## src/rtl/ccpr_defines.svh

```systemverilog
// offsets, field positions, reset values and timing counts of port role logic
`ifndef CCPR_DEFINES_SVH
`define CCPR_DEFINES_SVH

// register offsets
`define CCPR_OFF_CTRL 4'h0
`define CCPR_OFF_CMD 4'h4
`define CCPR_OFF_STAT 4'h8

// control fields and reset value
`define CCPR_CTRL_W 7
`define CCPR_CTRL_RST 7'h02
`define CCPR_CTRL_TRYSRC 2
`define CCPR_CTRL_TRYSNK 3
`define CCPR_CTRL_DISABLE 6
`define CCPR_MODE_SRC 2'h0
`define CCPR_MODE_SNK 2'h1
`define CCPR_MODE_DRP 2'h2

// command bits, self clearing
`define CCPR_CMD_PR 0
`define CCPR_CMD_DR 1
`define CCPR_CMD_VC 2

// timing, figure in microseconds, count in cycles
`define CCPR_CLK_MHZ 100
`define CCPR_T_CCDEB_US 150
`define CCPR_T_PDDEB_US 10
`define CCPR_T_DRP_US 75000
`define CCPR_DC_SRC_PCT 30
`define CCPR_T_HOLD_US 100000
`define CCPR_T_TRY_US 100000
`define CCPR_CCDEB_CYC (`CCPR_T_CCDEB_US * `CCPR_CLK_MHZ)
`define CCPR_PDDEB_CYC (`CCPR_T_PDDEB_US * `CCPR_CLK_MHZ)
`define CCPR_DRP_CYC (`CCPR_T_DRP_US * `CCPR_CLK_MHZ)
`define CCPR_HOLD_CYC (`CCPR_T_HOLD_US * `CCPR_CLK_MHZ)
`define CCPR_TRY_CYC (`CCPR_T_TRY_US * `CCPR_CLK_MHZ)

`endif

```

## src/rtl/ccpr_pkg.sv

```systemverilog
// types shared by the port role logic
package ccpr_pkg;
  // connection states
  typedef enum logic [3:0] {
    UNATT_SRC, AW_SRC, ATT_SRC, TRY_SRC,
    UNATT_SNK, AW_SNK, ATT_SNK, TRY_SNK, DISABLED
  } ccpr_state_type;
endpackage

```

## src/rtl/ccpr_port_role.sv

```systemverilog
// port role logic: terminations, attach, orientation, power and swaps
//
// Added by the designer: the placing of the registers and the address-and-strobe port.
`timescale 1ns/1ps
`include "ccpr_defines.svh"

module ccpr_port_role #(
  parameter int unsigned CC_DEB_CYC = `CCPR_CCDEB_CYC,
  parameter int unsigned PD_DEB_CYC = `CCPR_PDDEB_CYC,
  parameter int unsigned DRP_CYC    = `CCPR_DRP_CYC,
  parameter int unsigned DC_SRC_PCT = `CCPR_DC_SRC_PCT,
  parameter int unsigned HOLD_CYC   = `CCPR_HOLD_CYC,
  parameter int unsigned TRY_CYC    = `CCPR_TRY_CYC
)(
  input  wire logic        clock,
  input  wire logic        arst_n,
  input  wire logic [3:0]  regAddr,
  input  wire logic [31:0] regWdata,
  input  wire logic        regWrite,
  input  wire logic        regRead,
  output logic      [31:0] regRdata,
  input  wire logic        ccRd1,
  input  wire logic        ccRd2,
  input  wire logic [1:0]  ccRp1Lvl,
  input  wire logic [1:0]  ccRp2Lvl,
  input  wire logic        vbusPresent,
  output logic             rpEnable1,
  output logic             rpEnable2,
  output logic      [1:0]  rpLevel,
  output logic             rdEnable1,
  output logic             rdEnable2,
  output logic             vbusEnable,
  output logic             vconnEnable1,
  output logic             vconnEnable2,
  output logic             muxFlip,
  output logic             hostRole,
  output logic      [1:0]  sinkLimit,
  output logic             pdEnable
);

  // ***************************************************
  // helpers
  // ***************************************************
  localparam int unsigned SRC_PH = (DRP_CYC * DC_SRC_PCT) / 100;
  localparam int unsigned SNK_PH = DRP_CYC - SRC_PH;

  // states that present pull-ups
  function automatic logic isSrc(ccpr_pkg::ccpr_state_type s);
    return s == ccpr_pkg::UNATT_SRC || s == ccpr_pkg::AW_SRC ||
           s == ccpr_pkg::ATT_SRC || s == ccpr_pkg::TRY_SRC;
  endfunction

  // states with a settled connection
  function automatic logic isAtt(ccpr_pkg::ccpr_state_type s);
    return s == ccpr_pkg::ATT_SRC || s == ccpr_pkg::ATT_SNK;
  endfunction

  // ***************************************************
  // pin synchronisers
  // ***************************************************
  logic [6:0] syncA_r;  // first stage, read only by second
  logic [6:0] syncB_r;  // second stage
  logic [6:0] syncC_r;  // third stage
  logic [6:0] filt_r;   // accepted level

  // three stages; a bit moves once stages two and three agree
  always_ff @(posedge clock or negedge arst_n) begin
    if (!arst_n) begin
      syncA_r <= 7'h00;
      syncB_r <= 7'h00;
      syncC_r <= 7'h00;
      filt_r  <= 7'h00;
    end else begin
      syncA_r <= {vbusPresent, ccRp2Lvl, ccRp1Lvl, ccRd2, ccRd1};
      syncB_r <= syncA_r;
      syncC_r <= syncB_r;
      filt_r  <= (syncB_r & syncC_r) | (filt_r & (syncB_r | syncC_r));
    end
  end

  logic       rd1F;      // pull-down seen on line 1
  logic       rd2F;      // pull-down seen on line 2
  logic [1:0] rp1F;      // pull-up level on line 1
  logic [1:0] rp2F;      // pull-up level on line 2
  logic       vbusF;     // supply present
  assign {vbusF, rp2F, rp1F, rd2F, rd1F} = filt_r;

  // ***************************************************
  // registers
  // ***************************************************
  logic [`CCPR_CTRL_W-1:0] ctrl_r;  // control word
  logic [1:0] mode;                 // source, sink or dual role
  logic       cmdPr;                // power swap request
  logic       cmdDr;                // data swap request
  logic       cmdVc;                // cable power swap request
  logic       cmdWr;                // write to command word

  assign mode  = ctrl_r[1:0];
  assign cmdWr = regWrite && regAddr == `CCPR_OFF_CMD;
  assign cmdPr = cmdWr && regWdata[`CCPR_CMD_PR];
  assign cmdDr = cmdWr && regWdata[`CCPR_CMD_DR];
  assign cmdVc = cmdWr && regWdata[`CCPR_CMD_VC];

  // control word; level and role settings steer the logic
  always_ff @(posedge clock or negedge arst_n) begin
    if (!arst_n) begin
      ctrl_r <= `CCPR_CTRL_RST;
    end else if (regWrite && regAddr == `CCPR_OFF_CTRL) begin
      ctrl_r <= regWdata[`CCPR_CTRL_W-1:0];
    end
  end

  // ***************************************************
  // connection state machine
  // ***************************************************
  ccpr_pkg::ccpr_state_type state_r;    // current state
  ccpr_pkg::ccpr_state_type state_nxt;  // next state
  ccpr_pkg::ccpr_state_type initSt;     // start of toggling
  logic [31:0] timer_r;     // cycles in state or line lost
  logic [31:0] holdLeft_r;  // source hold after attach
  logic        tried_r;     // preference swap used
  logic        flip_r;      // plug orientation
  logic        vconnOwn_r;  // this end powers the cable
  logic        host_r;      // data role is host
  logic        rdAny;       // pull-down on either line
  logic        rdAct;       // pull-down on the chosen line
  logic        rpAny;       // pull-up on either line
  logic [1:0]  rpActLvl;    // pull-up level on chosen line
  logic        attEntry;    // first entry to an attached state

  assign rdAny    = rd1F | rd2F;
  assign rdAct    = flip_r ? rd2F : rd1F;
  assign rpAny    = (|rp1F) | (|rp2F);
  assign rpActLvl = flip_r ? rp2F : rp1F;
  assign initSt   = (mode == `CCPR_MODE_SNK) ? ccpr_pkg::UNATT_SNK
                                             : ccpr_pkg::UNATT_SRC;
  assign attEntry = isAtt(state_nxt) && !isAtt(state_r);

  // next state; detach returns to the first presentation
  always_comb begin
    state_nxt = state_r;
    case (state_r)
      ccpr_pkg::UNATT_SRC: begin
        if (mode == `CCPR_MODE_SNK) begin
          state_nxt = ccpr_pkg::UNATT_SNK;
        end else if (rdAny) begin
          state_nxt = ccpr_pkg::AW_SRC;
        end else if (mode == `CCPR_MODE_DRP && holdLeft_r == 32'h0 &&
                     timer_r >= SRC_PH) begin
          state_nxt = ccpr_pkg::UNATT_SNK;
        end
      end
      ccpr_pkg::AW_SRC: begin
        if (!rdAny) begin
          state_nxt = ccpr_pkg::UNATT_SRC;
        end else if (timer_r >= CC_DEB_CYC) begin
          if (mode == `CCPR_MODE_DRP && ctrl_r[`CCPR_CTRL_TRYSNK] &&
              !tried_r) begin
            state_nxt = ccpr_pkg::TRY_SNK;
          end else begin
            state_nxt = ccpr_pkg::ATT_SRC;
          end
        end
      end
      ccpr_pkg::ATT_SRC: begin
        if (cmdPr) begin
          state_nxt = ccpr_pkg::ATT_SNK;
        end else if (timer_r >= PD_DEB_CYC) begin
          state_nxt = initSt;
        end
      end
      ccpr_pkg::TRY_SRC: begin
        if (rdAny && timer_r >= CC_DEB_CYC) begin
          state_nxt = ccpr_pkg::ATT_SRC;
        end else if (timer_r >= TRY_CYC) begin
          state_nxt = ccpr_pkg::UNATT_SNK;
        end
      end
      ccpr_pkg::UNATT_SNK: begin
        if (mode == `CCPR_MODE_SRC) begin
          state_nxt = ccpr_pkg::UNATT_SRC;
        end else if (vbusF) begin
          state_nxt = ccpr_pkg::AW_SNK;
        end else if (mode == `CCPR_MODE_DRP && timer_r >= SNK_PH) begin
          state_nxt = ccpr_pkg::UNATT_SRC;
        end
      end
      ccpr_pkg::AW_SNK: begin
        if (!vbusF) begin
          state_nxt = ccpr_pkg::UNATT_SNK;
        end else if (rpAny && timer_r >= CC_DEB_CYC) begin
          if (mode == `CCPR_MODE_DRP && ctrl_r[`CCPR_CTRL_TRYSRC] &&
              !tried_r) begin
            state_nxt = ccpr_pkg::TRY_SRC;
          end else begin
            state_nxt = ccpr_pkg::ATT_SNK;
          end
        end
      end
      ccpr_pkg::ATT_SNK: begin
        if (cmdPr) begin
          state_nxt = ccpr_pkg::ATT_SRC;
        end else if (!vbusF) begin
          state_nxt = initSt;
        end
      end
      ccpr_pkg::TRY_SNK: begin
        if (vbusF && timer_r >= CC_DEB_CYC) begin
          state_nxt = ccpr_pkg::ATT_SNK;
        end else if (timer_r >= TRY_CYC) begin
          state_nxt = ccpr_pkg::UNATT_SRC;
        end
      end
      ccpr_pkg::DISABLED: begin
        state_nxt = initSt;
      end
      default: state_nxt = ccpr_pkg::UNATT_SRC;
    endcase
    // disable overrides every state
    if (ctrl_r[`CCPR_CTRL_DISABLE]) begin
      state_nxt = ccpr_pkg::DISABLED;
    end
  end

  // state register
  always_ff @(posedge clock or negedge arst_n) begin
    if (!arst_n) begin
      state_r <= ccpr_pkg::UNATT_SRC;
    end else begin
      state_r <= state_nxt;
    end
  end

  // timer; as attached source it counts pull-down absence,
  // so short signalling edges on the line are ridden out
  always_ff @(posedge clock or negedge arst_n) begin
    if (!arst_n) begin
      timer_r <= 32'h0;
    end else if (state_nxt != state_r ||
                 (state_r == ccpr_pkg::ATT_SRC && rdAct)) begin
      timer_r <= 32'h0;
    end else if (timer_r != 32'hffffffff) begin
      timer_r <= timer_r + 32'h1;
    end
  end

  // source hold: no toggling soon after a source attach
  always_ff @(posedge clock or negedge arst_n) begin
    if (!arst_n) begin
      holdLeft_r <= 32'h0;
    end else if (attEntry && state_nxt == ccpr_pkg::ATT_SRC &&
                 mode == `CCPR_MODE_DRP) begin
      holdLeft_r <= HOLD_CYC;
    end else if (holdLeft_r != 32'h0) begin
      holdLeft_r <= holdLeft_r - 32'h1;
    end
  end

  // preference swap record, cleared by detach
  always_ff @(posedge clock or negedge arst_n) begin
    if (!arst_n) begin
      tried_r <= 1'b0;
    end else if (state_nxt == ccpr_pkg::TRY_SRC ||
                 state_nxt == ccpr_pkg::TRY_SNK) begin
      tried_r <= 1'b1;
    end else if (isAtt(state_r) && !isAtt(state_nxt)) begin
      tried_r <= 1'b0;
    end
  end

  // orientation and roles fixed at attach; swaps flip one each
  always_ff @(posedge clock or negedge arst_n) begin
    if (!arst_n) begin
      flip_r     <= 1'b0;
      vconnOwn_r <= 1'b0;
      host_r     <= 1'b0;
    end else if (attEntry && state_nxt == ccpr_pkg::ATT_SRC) begin
      flip_r     <= rd2F && !rd1F;
      vconnOwn_r <= 1'b1;
      host_r     <= 1'b1;
    end else if (attEntry) begin
      flip_r     <= (|rp2F) && !(|rp1F);
      vconnOwn_r <= 1'b0;
      host_r     <= 1'b0;
    end else if (!isAtt(state_nxt)) begin
      vconnOwn_r <= 1'b0;
    end else begin
      // power swap leaves these alone
      if (cmdDr) host_r <= !host_r;
      if (cmdVc) vconnOwn_r <= !vconnOwn_r;
    end
  end

  // ***************************************************
  // pin drivers
  // ***************************************************
  // terminations, power and mux from the settled state
  always_ff @(posedge clock or negedge arst_n) begin
    if (!arst_n) begin
      rpEnable1    <= 1'b0;
      rpEnable2    <= 1'b0;
      rdEnable1    <= 1'b0;
      rdEnable2    <= 1'b0;
      rpLevel      <= 2'h0;
      vbusEnable   <= 1'b0;
      vconnEnable1 <= 1'b0;
      vconnEnable2 <= 1'b0;
      muxFlip      <= 1'b0;
      hostRole     <= 1'b0;
      sinkLimit    <= 2'h0;
      pdEnable     <= 1'b0;
    end else begin
      // pull-up dropped on the pin that powers the cable
      rpEnable1    <= isSrc(state_r) && !(vconnOwn_r && flip_r);
      rpEnable2    <= isSrc(state_r) && !(vconnOwn_r && !flip_r);
      rdEnable1    <= !isSrc(state_r) &&
                      state_r != ccpr_pkg::DISABLED;
      rdEnable2    <= !isSrc(state_r) && state_r != ccpr_pkg::DISABLED;
      rpLevel      <= ctrl_r[5:4];
      vbusEnable   <= state_r == ccpr_pkg::ATT_SRC;
      vconnEnable1 <= vconnOwn_r && flip_r;
      vconnEnable2 <= vconnOwn_r && !flip_r;
      muxFlip      <= flip_r;
      hostRole     <= host_r;
      sinkLimit    <= (state_r == ccpr_pkg::ATT_SNK) ? rpActLvl
                                                     : 2'h0;
      pdEnable     <= isAtt(state_r);
    end
  end

  // ***************************************************
  // read port
  // ***************************************************
  // data valid only in the cycle after the strobe
  always_ff @(posedge clock or negedge arst_n) begin
    if (!arst_n) begin
      regRdata <= 32'h0;
    end else if (regRead && regAddr == `CCPR_OFF_CTRL) begin
      regRdata <= {25'h0, ctrl_r};
    end else if (regRead && regAddr == `CCPR_OFF_STAT) begin
      regRdata <= {19'h0, tried_r, sinkLimit, vbusEnable, vconnOwn_r,
                   host_r, isSrc(state_r), flip_r, isAtt(state_r),
                   state_r};
    end else begin
      regRdata <= 32'h0;  // unmapped or no read
    end
  end
endmodule // ccpr_port_role
```

## config.mk

```make
export PLATFORM = sky130hd
export DESIGN_NAME = ccpr_port_role
export DESIGN_NICKNAME = d
export VERILOG_FILES = /design/src/rtl/ccpr_pkg.sv /design/src/rtl/ccpr_port_role.sv
export VERILOG_INCLUDE_DIRS = /design/src /design/src/rtl
export SDC_FILE = /design/constraint.sdc
export NUM_CORES = 1
export LEC_CHECK = 0
export ABC_CLOCK_PERIOD_IN_PS = 3100
export BUFFER_PORTS_ARGS = -buffer_cell sky130_fd_sc_hd__buf_2
export CELL_PAD_IN_SITES_DETAIL_PLACEMENT = 1
export CELL_PAD_IN_SITES_GLOBAL_PLACEMENT = 1
export CORE_MARGIN = 2
export CORE_UTILIZATION = 41
export DETAILED_ROUTE_END_ITERATION = 10
export PLACE_DENSITY = 0.78
export SYNTH_ARGS = -nofsm -noshare
export SYNTH_HDL_FRONTEND = slang
export SYNTH_SLANG_ARGS = --single-unit
```

## constraint.sdc

```tcl
create_clock -name clock -period 3.1 [get_ports clock]
set_input_delay 0.31 -clock clock [delete_from_list [all_inputs] [get_ports clock]]
set_output_delay 0.31 -clock clock [all_outputs]
set_load 0.05 [all_outputs]
```

==> metrics.md, run 1 <==
| Metric | Value |
|---|---|
| Metal3 WL | around 1.3 mm |
| CP endpoint kind | flop |
| Die span in y | 132 um |
| CTS buffer count | 17 |
| Post-synth top area share | between 40% and 50% |
| Top Metal Used | met4 |
| Core Rows | 46 |
| DPL Wire Length | between 10 and 15 mm |
| DP Area | 7410 sq um |
| Worst slew pin tran | approximately 1.0 ns |
| Power Density | 673 nW/um^2 |
| Vias | between 5,000 and 6,000 |
| Min Tclk post-route | 3.41 ns |
| Slew HR | slightly below 30% |
| Max Cap Viol | 0 |
| Req. time, crit path | 3.48 ns |
| Pins Over Slew Limit | 0 |
| Clock root buffer | clkbuf_16 |
| CTS tree | done |
| Top cells by area, synth | dfrtp_1, xnor2_1, nor2_1 |
| Reg2reg path depth | 10 |
| Remaining DRCs | 0 |
| Vias in the first global route | 6,281 |
| Reg2reg setup slack | -0.31 ns |
| Gr usage total | 25.1% |
| IO Port Bufs | between 40 and 50 |
| Number of synthesized flops with an enable pin | 0 |
| Post-Synth Simple-Gate Area | 24.8% |
| Diodes inserted | 0 |
| Setup-failing EPs final | 67 |
| Clock Pin Slew Worst Setup and Hold Paths | 0.06 ns |
| Io pins | 93 |
| Effective utilization at floorplan | 42.0% |
| Core ar. | roughly 16,000 sq um |
| Worst path cell trace | or4_4 -> or4_4 -> o311ai_4 -> o21ai_2 -> nor4_4 -> a31oi_4 -> nor4b_4 -> buf_6 -> buf_12 -> nand2b_4 |
| Fillers | 1,718 |
| Multi-input logic area | ~3600 sq um |
| Worst path most repeated cell | or4_4 |
| HP Start | regWdata[4] |
| RSZ-0062 raised after global routing | true |
| PnR worst setup slack | -0.309 ns |
| Clk buf depth | 2 |
| Most frequent cell after synthesis | dfrtp_1 |
| Synthesized cell area | approximately 6700 sq um |
| Post-route cell area | around 9000 sq um |
| Hold Violations, Final | 0 |
| Final #Nets | roughly 830 |
| Hold Path Sink | ctrl_r[4] |
| CP top delay family | simple AND/OR/NAND/NOR gates |
| Die ar. | 17,300 sq um |
| Register area | 3330 sq um |
| WL per Instance | 22.8 um |
| DRT Pass-1 Iters | 5 |
| Top FF cell, synth | dfrtp_1 |
| CP Class | reg -> reg |
| Max Clk Rate | 293 MHz |
| Layout cells sized above 1 | 33.2% |
| Worst hold-check path type | in -> reg |
| Top post-synthesis cells by count | dfrtp_1, nor2_1, nor3_1, nand2_1, xnor2_1 |
| Post-synthesis xor/xnor area fraction | 7.62% |
| Post-Syn Instances | 659 |
| Total Power | 6.07 mW |
| Largest net degree at the start of global routing | between 80 and 90 |
| Crit path max fanout | 8 |
| Pleak | 3.77 nW |
| Place WS | -0.256 ns |
| Async S/R FF share, synth | 100% |
| Fin crit share | 110% |
| H-tree depth | 4 |
| Routed length on met1 | 8.69 mm |
| Post-synth cell types | 67 |
| Failing checks | negative setup slack |
| Avg Inst Size Synth | approximately 10 sq um |
| Reg-to-reg endpoint | holdLeft_r[19] |
| Critical path launch point type | flop |
| Setup TNS | -16.24 ns |
| Clock Latency Late Sink | 0.45 ns |
| Crit path buffers/inverters | 2 |
| Initial antenna violation count | 0 |
| Synth area leader | dfrtp_1 |
| Peak VDD IR | 0.000532 V |
| Max incr delay on CP | 0.58 ns |
| Hold Path Cell Cnt | 2 |
| #FFs+latches synth | 133 |
| CTS sink count | 133 |
| Layout area overhead | 35.3% |
| Slowest CP cell | or4_4 |
| First-pass GRT wire length | 34.2 mm |
| Clk_skew | ~0.011 ns |
| Vias per cell | 5.75 |
| Detail Route Antenna Nets | 0 |
| CP arrival | roughly 3.8 ns |
| Die Wd | 132 um |
| DRT Wirelength | between 20 and 25 mm |
| Routed wl met2 | 12.2 mm |
| 1st-iter DRT viols | between 400 and 500 |
| Reg2reg start | timer_r[29] |
| Status | finished with violations |
| GRT overflow | 0 |
| Synth Warn # | 0 |
| Compound-Gate Fraction of Synth Area | 6.59% |
| Adder and majority cell fraction of the synthesized area | 1.61% |
| Largest family of logic cells by synthesized area | simple AND/OR/NAND/NOR gates |
| GPL Wtd Cong | 0.869 |
| Register area share after synthesis | 49.9% |
| Mux share of post-synthesis cell area | 3.77% |
## power breakdown
group	leakage (nW)	total, mW	switching, mW	internal, mW
sequential	1.62	1.91	0.0808	1.83
combinational	1.84	1.88	1.23	0.649
clock	0.312	2.28	0.885	1.39
## state kept, by name, summed over array words and instances (netlist names), 2 cells and up
name	count
holdLeft_r	32
regRdata	13
syncC_r	7
syncB_r	7
sinkLimit	2
syncA_r	7
filt_r	7
rpLevel	2
state_r	4
timer_r	32
ctrl_r	7
## layout by cell type, fill, tap and decap left out, types with 6 or more instances in the layout
| cell type | n |
|---|---|
| o21ai_0 | 15 |
| conb_1 | 19 |
| dfrtp_1 | 132 |
| nand3_1 | 13 |
| maj3_1 | 7 |
| xnor2_1 | 34 |
| nor3_4 | 16 |
| nand2b_1 | 13 |
| buf_2 | 47 |
| or4_1 | 9 |
| nor2_1 | 66 |
| nor3_2 | 18 |
| buf_4 | 73 |
| nor4_4 | 6 |
| nor3_1 | 23 |
| nand2_1 | 33 |
| xor2_1 | 24 |
| clkbuf_16 | 19 |
| inv_1 | 15 |
| or2_2 | 7 |
| or3_1 | 6 |
| and3_1 | 13 |
| a21oi_1 | 11 |
| mux2i_1 | 15 |
| mux2_2 | 7 |
| dlygate4sd3_1 | 8 |
| nand4_1 | 12 |
| nor4_1 | 9 |
| and2_1 | 7 |
| nor2_4 | 9 |
## how the worst max path moves through the flow
stage,start,endpoint,slack [ns],cells after the start
6_report,timer_r[29],holdLeft_r[19],-0.31,10
5_1_grt,timer_r[30],holdLeft_r[25],-0.42,10
4_1_cts,timer_r[30],holdLeft_r[17],-0.09,10
3_5_place_dp,timer_r[27],timer_r[28],-0.26,8
3_3_place_gp,timer_r[29],timer_r[30],-0.17,8
2_1_floorplan,timer_r[27],holdLeft_r[0],0.03,9
## layout make-up
class	instances	share of cell area [%]
tap	216	3.00
timing repair buffer	139	12.0
clock buffer	18	4.87
multi-input combinational	475	40.3
sequential	133	36.9
inverter	15	0.624
clock inverter	14	2.33
## through the flow
stage          instances  utilization [%]  hold slack (ns)
2_1_floorplan        677                -           0.0144
3_5_place_dp         945             46.7            0.338
5_1_grt             1010             56.8            0.103
4_1_cts              998             54.1           0.0850
6_report            1010             56.8            0.105
3_3_place_gp         945             46.7            0.333
## cell families (layout without fill, tap and decap cells)
| kind of cell | after synthesis | in the layout |
|---|---|---|
| AND/OR/NAND/NOR | 300 | 300 |
| multiplexers | 24 | 24 |
| flip-flops | 133 | 133 |
| buffers and inverters | 72 | 186 |
| AO/OA/AOI/OAI | 61 | 64 |
| adder cells (fa/ha/maj) | 10 | 10 |
| other | 1 | 19 |
| XOR/XNOR | 58 | 58 |
## routing by layer
| layer | vias up | global-route usage [%] |
|---|---|---|
| li1 | 2515 | - |
| met3 | 78 | 5.98 |
| met2 | 214 | 44.0 |
| met5 | - | 0 |
| met1 | 2996 | 29.6 |
| met4 | 0 | 10.1 |
## what timing repair did
item | 4_1_cts | 5_1_grt
endpoints found under the hold margin | 89 | 0
gates cloned | 5 | 3
endpoints found under the setup margin | 67 | 68
hold buffers | 8 | 0
pin swaps | 28 | 44
gates resized for setup | 61 | 53
buffers inserted | 9 | 10
Power figures use the tool's default switching activity.
==> run 2, diff against run 1 <==
--- a/config.mk
+++ b/config.mk
@@ -17,3 +17,4 @@
 export SYNTH_ARGS = -nofsm -noshare
 export SYNTH_HDL_FRONTEND = slang
 export SYNTH_SLANG_ARGS = --single-unit
+export TNS_END_PERCENT = 20
==> run 2 against run 1 <==
- largest cell class is now registers
- hold slack got worse by 0.0026 ns
- cell count shrank 1.1%
- highest routed layer unchanged
- die area did not move
- total power down 8.6%
- critical path depth decreased by 1
- the run still ends with negative setup slack left
- global-route usage down 0.96 points
==> metrics.md, run 2 (synthesis gave the netlist of run 1 again) <==
| Metric | Value |
|---|---|
| Peak VDD IR | 0.000532 V |
| First-pass GRT wire length | 33.0 mm |
| Max Clk Rate | 293 MHz |
| Io pins | 93 |
| Final Util | 54.0% |
| GRT overflow | 0 |
| Clock Pin Slew Worst Setup and Hold Paths | 0.07 ns |
| Worst path cell trace | or4_4 -> or4_4 -> o311ai_4 -> o21ai_2 -> nor4_4 -> a31oi_4 -> buf_4 -> a22o_4 -> nor3_1 |
| Pleak | 3.57 nW |
| Reg2reg path depth | 9 |
| Core Rows | 46 |
| Worst hold slack | 0.102 ns |
| Clock Latency Late Sink | 0.44 ns |
| Layout cells sized above 1 | 28.6% |
| Most frequent cells in the layout | dfrtp_1, nor2_1, buf_4 |
| 1st-iter DRT viols | 342 |
| CP endpoint kind | flop |
| Largest regs | holdLeft_r: 32 flops, timer_r: 32 flops, regRdata: 13 flops |
| Metal3 WL | 808 um |
| DP Area | 7410 sq um |
| Effective utilization at floorplan | 42.0% |
| DRT Pass-1 Iters | 7 |
| Cells after DPL | 945 |
| Power Density | 646 nW/um^2 |
| Reg2reg setup slack | -0.31 ns |
| Routed length on met1 | 8.36 mm |
| Post-route cell area | 8580 sq um |
| Layout area overhead | 28.7% |
| PnR worst setup slack | -0.308 ns |
| Crit path max fanout | 16 |
| Detail Route Antenna Nets | 0 |
| Remaining DRCs | 0 |
| Slowest CP cell | or4_4 |
| Max Cap Viol | 0 |
| WL per Instance | 20.6 um |
| Reg-to-reg endpoint | timer_r[23] |
| Hold Path Sink | ctrl_r[5] |
| Slew HR | 29.9% |
| Worst hold-check path type | in -> reg |
| CTS tree | done |
| Clk_skew | 0.0135 ns |
| Min Tclk post-route | 3.41 ns |
| DPL Wire Length | 12.2 mm |
| Gr usage total | 24.1% |
| Hold Path Cell Cnt | 2 |
| Final #Nets | 820 |
| Die ar. | 17,300 sq um |
| Vias per cell | 5.60 |
| H-tree depth | 4 |
| RSZ-0062 raised after global routing | true |
| Diodes inserted | 0 |
| CP arrival | 3.73 ns |
| Max incr delay on CP | 0.57 ns |
| Critical path launch point type | flop |
| Worst Setup SP | timer_r[29] |
| Non-Filler Instances | roughly 1,000 |
| CTS buffer count | 17 |
| IO Port Bufs | 48 |
| Reg2reg start | timer_r[29] |
| Most common cell after layout, fill and taps aside | dfrtp_1 |
| DRT Wirelength | 20.5 mm |
| Req. time, crit path | 3.42 ns |
| Worst path most repeated cell | or4_4 |
| Initial antenna violation count | 0 |
| Failing checks | negative setup slack |
| HP Start | regWdata[5] |
| Vias in the first global route | 6,125 |
| CTS sink count | approximately 130 |
| Core ar. | 15,900 sq um |
| Clk buf depth | 2 |
| Hold Violations, Final | 0 |
| Routed wl met2 | 10.9 mm |
| Clock root buffer | clkbuf_16 |
| Vias | 5,596 |
| Top Metal Used | met4 |
| Setup-failing EPs final | 67 |
| Largest net degree at the start of global routing | 86 |
| Worst slew pin tran | 1.04 ns |
| Die span in y | between 100 and 150 um |
| Fin crit share | 110% |
| Status | finished with violations |
| CP Class | reg -> reg |
| Pins Over Slew Limit | 0 |
| Die Wd | 132 um |
| GPL Wtd Cong | 0.869 |
run 2: changes by cell type in the layout (fill, tap and decap cells not counted), sizes merged:
cell and delta:
a22o -1, buf -8, clkbuf -2
run 2: stage by stage:
| stage | setup slack (ns) | TNS [ns] | total power [mW] |
|---|---|---|---|
| 5_1_grt | -0.297 | -14.96 | 5.74 |
| 6_report | -0.308 | -11.99 | 5.55 |
| 2_1_floorplan | 0.0332 | 0 | 2.72 |
| 4_1_cts | -0.0944 | -3.59 | 5.42 |
| 3_3_place_gp | -0.169 | -9.95 | 2.98 |
| 3_5_place_dp | -0.256 | -13.48 | 3.03 |
run 2: critical path, delay by kind of cell, from the launching register on:
family          cells  cell delay (ns)
simple gates        4             1.83
buf+inv             1             0.18
flops               1             0.39
compound gates      4             0.88
run 2: what timing repair did:
item	4_1_cts	5_1_grt
hold endpoints to repair	89	0
resized for setup	37	19
pin swaps	21	14
hold buffers	8	0
setup buffers	9	2
endpoints found under the setup margin	67	67
cloned	3	1
run 2: final cells by class:
class,count,area [sq um]
Fill cell,1762,7300
Sequential cell,133,3330
Multi-Input combinational cell,474,3330
Timing Repair Buffer,129,951
Clock buffer,18,439
Tap cell,216,270
Clock inverter,14,210
Inverter,15,56.3
run 2: worst max path at each step:
| stage | end | slack (ns) | depth (start not counted) |
|---|---|---|---|
| 2_1_floorplan | holdLeft_r[0] | 0.03 | 9 |
| 3_3_place_gp | timer_r[30] | -0.17 | 8 |
| 3_5_place_dp | timer_r[28] | -0.26 | 8 |
| 4_1_cts | holdLeft_r[17] | -0.09 | 10 |
| 5_1_grt | host_r | -0.30 | 11 |
| 6_report | timer_r[23] | -0.31 | 9 |
run 2: routing by layer:
metal / GRT usage, % / up-vias
li1: - / 2491
met1: 28.6 / 2903
met2: 42.4 / 154
met3: 5.56 / 48
met4: 9.54 / 0
met5: 0 / -
run 2: power by group:
group          internal [mW]  switching, mW
Clock                   1.39          0.874
Sequential              1.83         0.0781
Combinational          0.445          0.929
==> run 3, diff against run 2 <==
--- a/config.mk
+++ b/config.mk
@@ -6,14 +6,15 @@
 export SDC_FILE = /design/constraint.sdc
 export NUM_CORES = 1
 export LEC_CHECK = 0
-export ABC_CLOCK_PERIOD_IN_PS = 3100
+export ABC_CLOCK_PERIOD_IN_PS = 3300
 export BUFFER_PORTS_ARGS = -buffer_cell sky130_fd_sc_hd__buf_2
 export CELL_PAD_IN_SITES_DETAIL_PLACEMENT = 1
 export CELL_PAD_IN_SITES_GLOBAL_PLACEMENT = 1
 export CORE_MARGIN = 2
-export CORE_UTILIZATION = 41
+export CORE_UTILIZATION = 45
 export DETAILED_ROUTE_END_ITERATION = 10
-export PLACE_DENSITY = 0.78
+export MAX_ROUTING_LAYER = met4
+export PLACE_DENSITY = 0.81
 export SYNTH_ARGS = -nofsm -noshare
 export SYNTH_HDL_FRONTEND = slang
 export SYNTH_SLANG_ARGS = --single-unit
==> constraint.sdc (replaced) <==
create_clock -name clock -period 3.3 [get_ports clock]
set_input_delay 0.33 -clock clock [delete_from_list [all_inputs] [get_ports clock]]
set_output_delay 0.33 -clock clock [all_outputs]
set_load 0.05 [all_outputs]
==> run 3 against run 2 <==
- the flow still finishes with violations (negative setup slack)
- non-clock buffer count is 23 lower
- first-iteration DRC count is 11% lower
- worst setup slack better by 0.17 ns
- clock-buffer cell count is 1 lower
- critical endpoint is now holdLeft_r[3]
- largest power group unchanged
==> metrics.md, run 3 (synthesis gave the netlist of run 1 again) <==
| Metric | Value |
|---|---|
| Worst hold slack | 0.00510 ns |
| Die ar. | 15,800 sq um |
| Clk buf depth | 2 |
| Layout area overhead | 23.6% |
| Setup TNS | -2.33 ns |
| 1st-iter DRT viols | between 300 and 400 |
| Final Util | 56.9% |
| DRT Pass-1 Iters | 4 |
| Layout cells sized above 1 | 25.8% |
| Slew HR | a little over a quarter |
| Worst hold-check path type | in -> reg |
| Peak VDD IR | around 0.00038 V |
| Gr usage total | 24.7% |
| CP endpoint kind | flop |
| Pleak | 3.42 nW |
| GRT overflow | 0 |
| Place WS | -0.129 ns |
| GPL Wtd Cong | between 0.8 and 0.9 |
| DPL Wire Length | 12.3 mm |
| Slowest CP cell | or4_4 |
| Clk_skew | 0.0141 ns |
| Failing checks | negative setup slack |
| Vias | 5,322 |
| Req. time, crit path | 3.61 ns |
| Diodes inserted | 0 |
| Clock root buffer | clkbuf_16 |
| Initial antenna violation count | 0 |
| Most frequent cells in the layout | dfrtp_1, nor2_1, buf_4 |
| Die Wd | 126 um |
| Largest net degree at the start of global routing | 59 |
| Detail Route Antenna Nets | 0 |
| Most common cell after layout, fill and taps aside | dfrtp_1 |
| Worst slew pin tran | about 1.1 ns |
| Min Tclk post-route | 3.43 ns |
| Die span in y | 126 um |
| Max incr delay on CP | ~0.57 ns |
| RSZ-0062 raised after global routing | true |
| Largest regs | holdLeft_r: 32 flops, timer_r: 32 flops, regRdata: 13 flops |
| Worst path most repeated cell | or4_4 |
| Crit path max fanout | 8 |
| Max Cap Viol | 0 |
| IO Port Bufs | 48 |
| CTS sink count | 133 |
| Io pins | slightly above 90 |
| Vias per cell | about 5.6 |
| First-pass GRT wire length | 30.1 mm |
| Core ar. | 14,500 sq um |
| Clock Pin Slew Worst Setup and Hold Paths | ~0.070 ns |
| Remaining DRCs | 0 |
| Vias in the first global route | 5,779 |
| H-tree depth | 4 |
| Final #Nets | 797 |
| Fin crit share | 104% |
| CP Class | reg -> reg |
| CP arrival | around 3.8 ns |
| Status | finished with violations |
| Power Density | 611 nW/um^2 |
| Clock Latency Late Sink | 0.44 ns |
| Effective utilization at floorplan | 46.1% |
| Worst path cell trace | or4_4 -> or4_4 -> o311ai_4 -> o21ai_2 -> nor4_4 -> a31oi_4 -> nor4b_4 -> buf_4 -> clkbuf_16 -> a21oi_1 |
| Total Power | 5.04 mW |
| Core Rows | 44 |
| Critical path launch point type | flop |
| PnR worst setup slack | -0.134 ns |
| WL per Instance | 20.0 um |
| CTS tree | done |
| Setup-failing EPs final | 26 |
| CTS buffer count | 17 |
| Pins Over Slew Limit | 0 |
| DRT Wirelength | 18.9 mm |
| Hold Violations, Final | 0 |
| Max Clk Rate | 291 MHz |
-- run 3: changes by cell type in the layout (fill, tap and decap cells not counted), moves of 4 or more --
| cell | before | now |
|---|---|---|
| nor2_1 | 72 | 76 |
| buf_4 | 66 | 48 |
| nor3_2 | 17 | 22 |
| nor3_1 | 37 | 33 |
-- run 3: worst paths after layout --
kind	start	end	slack [ns]	cells past startpoint
min	ccRd1	syncA_r[0]	0.005	1
max	timer_r[31]	holdLeft_r[3]	-0.13	10
max in group asynchronous	arst_n	holdLeft_r[16]	2.00	3
min reg2reg	syncA_r[3]	syncB_r[3]	0.35	0
max reg2reg	timer_r[31]	holdLeft_r[3]	-0.13	10
min in group asynchronous	arst_n	filt_r[5]	0.42	2
-- run 3: where the power goes --
group          internal, mW  leakage (nW)  total (mW)  switching [mW]
Clock                  1.16         0.309        2.01           0.847
Combinational         0.374          1.49        1.23           0.861
Sequential             1.72          1.62        1.80          0.0766
-- run 3: worst max-delay path, delay by kind of cell, from the launching register on --
kind	cells	cell delay (ns)
buffers and inverters	2	0.38
AND/OR/NAND/NOR	4	1.93
flip-flops	1	0.39
AO/OA/AOI/OAI	4	0.62
-- run 3: per-layer routing --
metal | wire, um | vias up | track usage [%]
li1 | - | 2442 | -
met1 | 8140 | 2723 | 30.8
met2 | 9660 | 122 | 40.4
met3 | 735 | 35 | 4.76
met4 | 357 | 0 | 8.43
met5 | 0 | - | -
-- run 3: final cells by class --
cell class                      instances  area, sq um
Fill cell                            1563         6230
Multi-Input combinational cell        474         3250
Clock buffer                           17          425
Timing Repair Buffer                  106          752
Tap cell                              184          230
Clock inverter                         15          201
Inverter                               15         56.3
Sequential cell                       133         3330
-- run 3: per-stage QoR --
stage / cells / instance area [sq um]
floorplan: 677 / 6740
global placement: 896 / 7250
detailed placement: 896 / 7250
CTS: 936 / 7980
global route: 944 / 8240
finish: 944 / 8240
-- run 3: timing repair --
item                                   in CTS  in global routing
pin swaps                                   3                 17
hold buffers                                6                  0
buffers inserted                            1                  5
setup endpoints to repair                  65                 66
resized for setup                           4                 33
gates cloned                                1                  3
endpoints found under the hold margin      42                  0
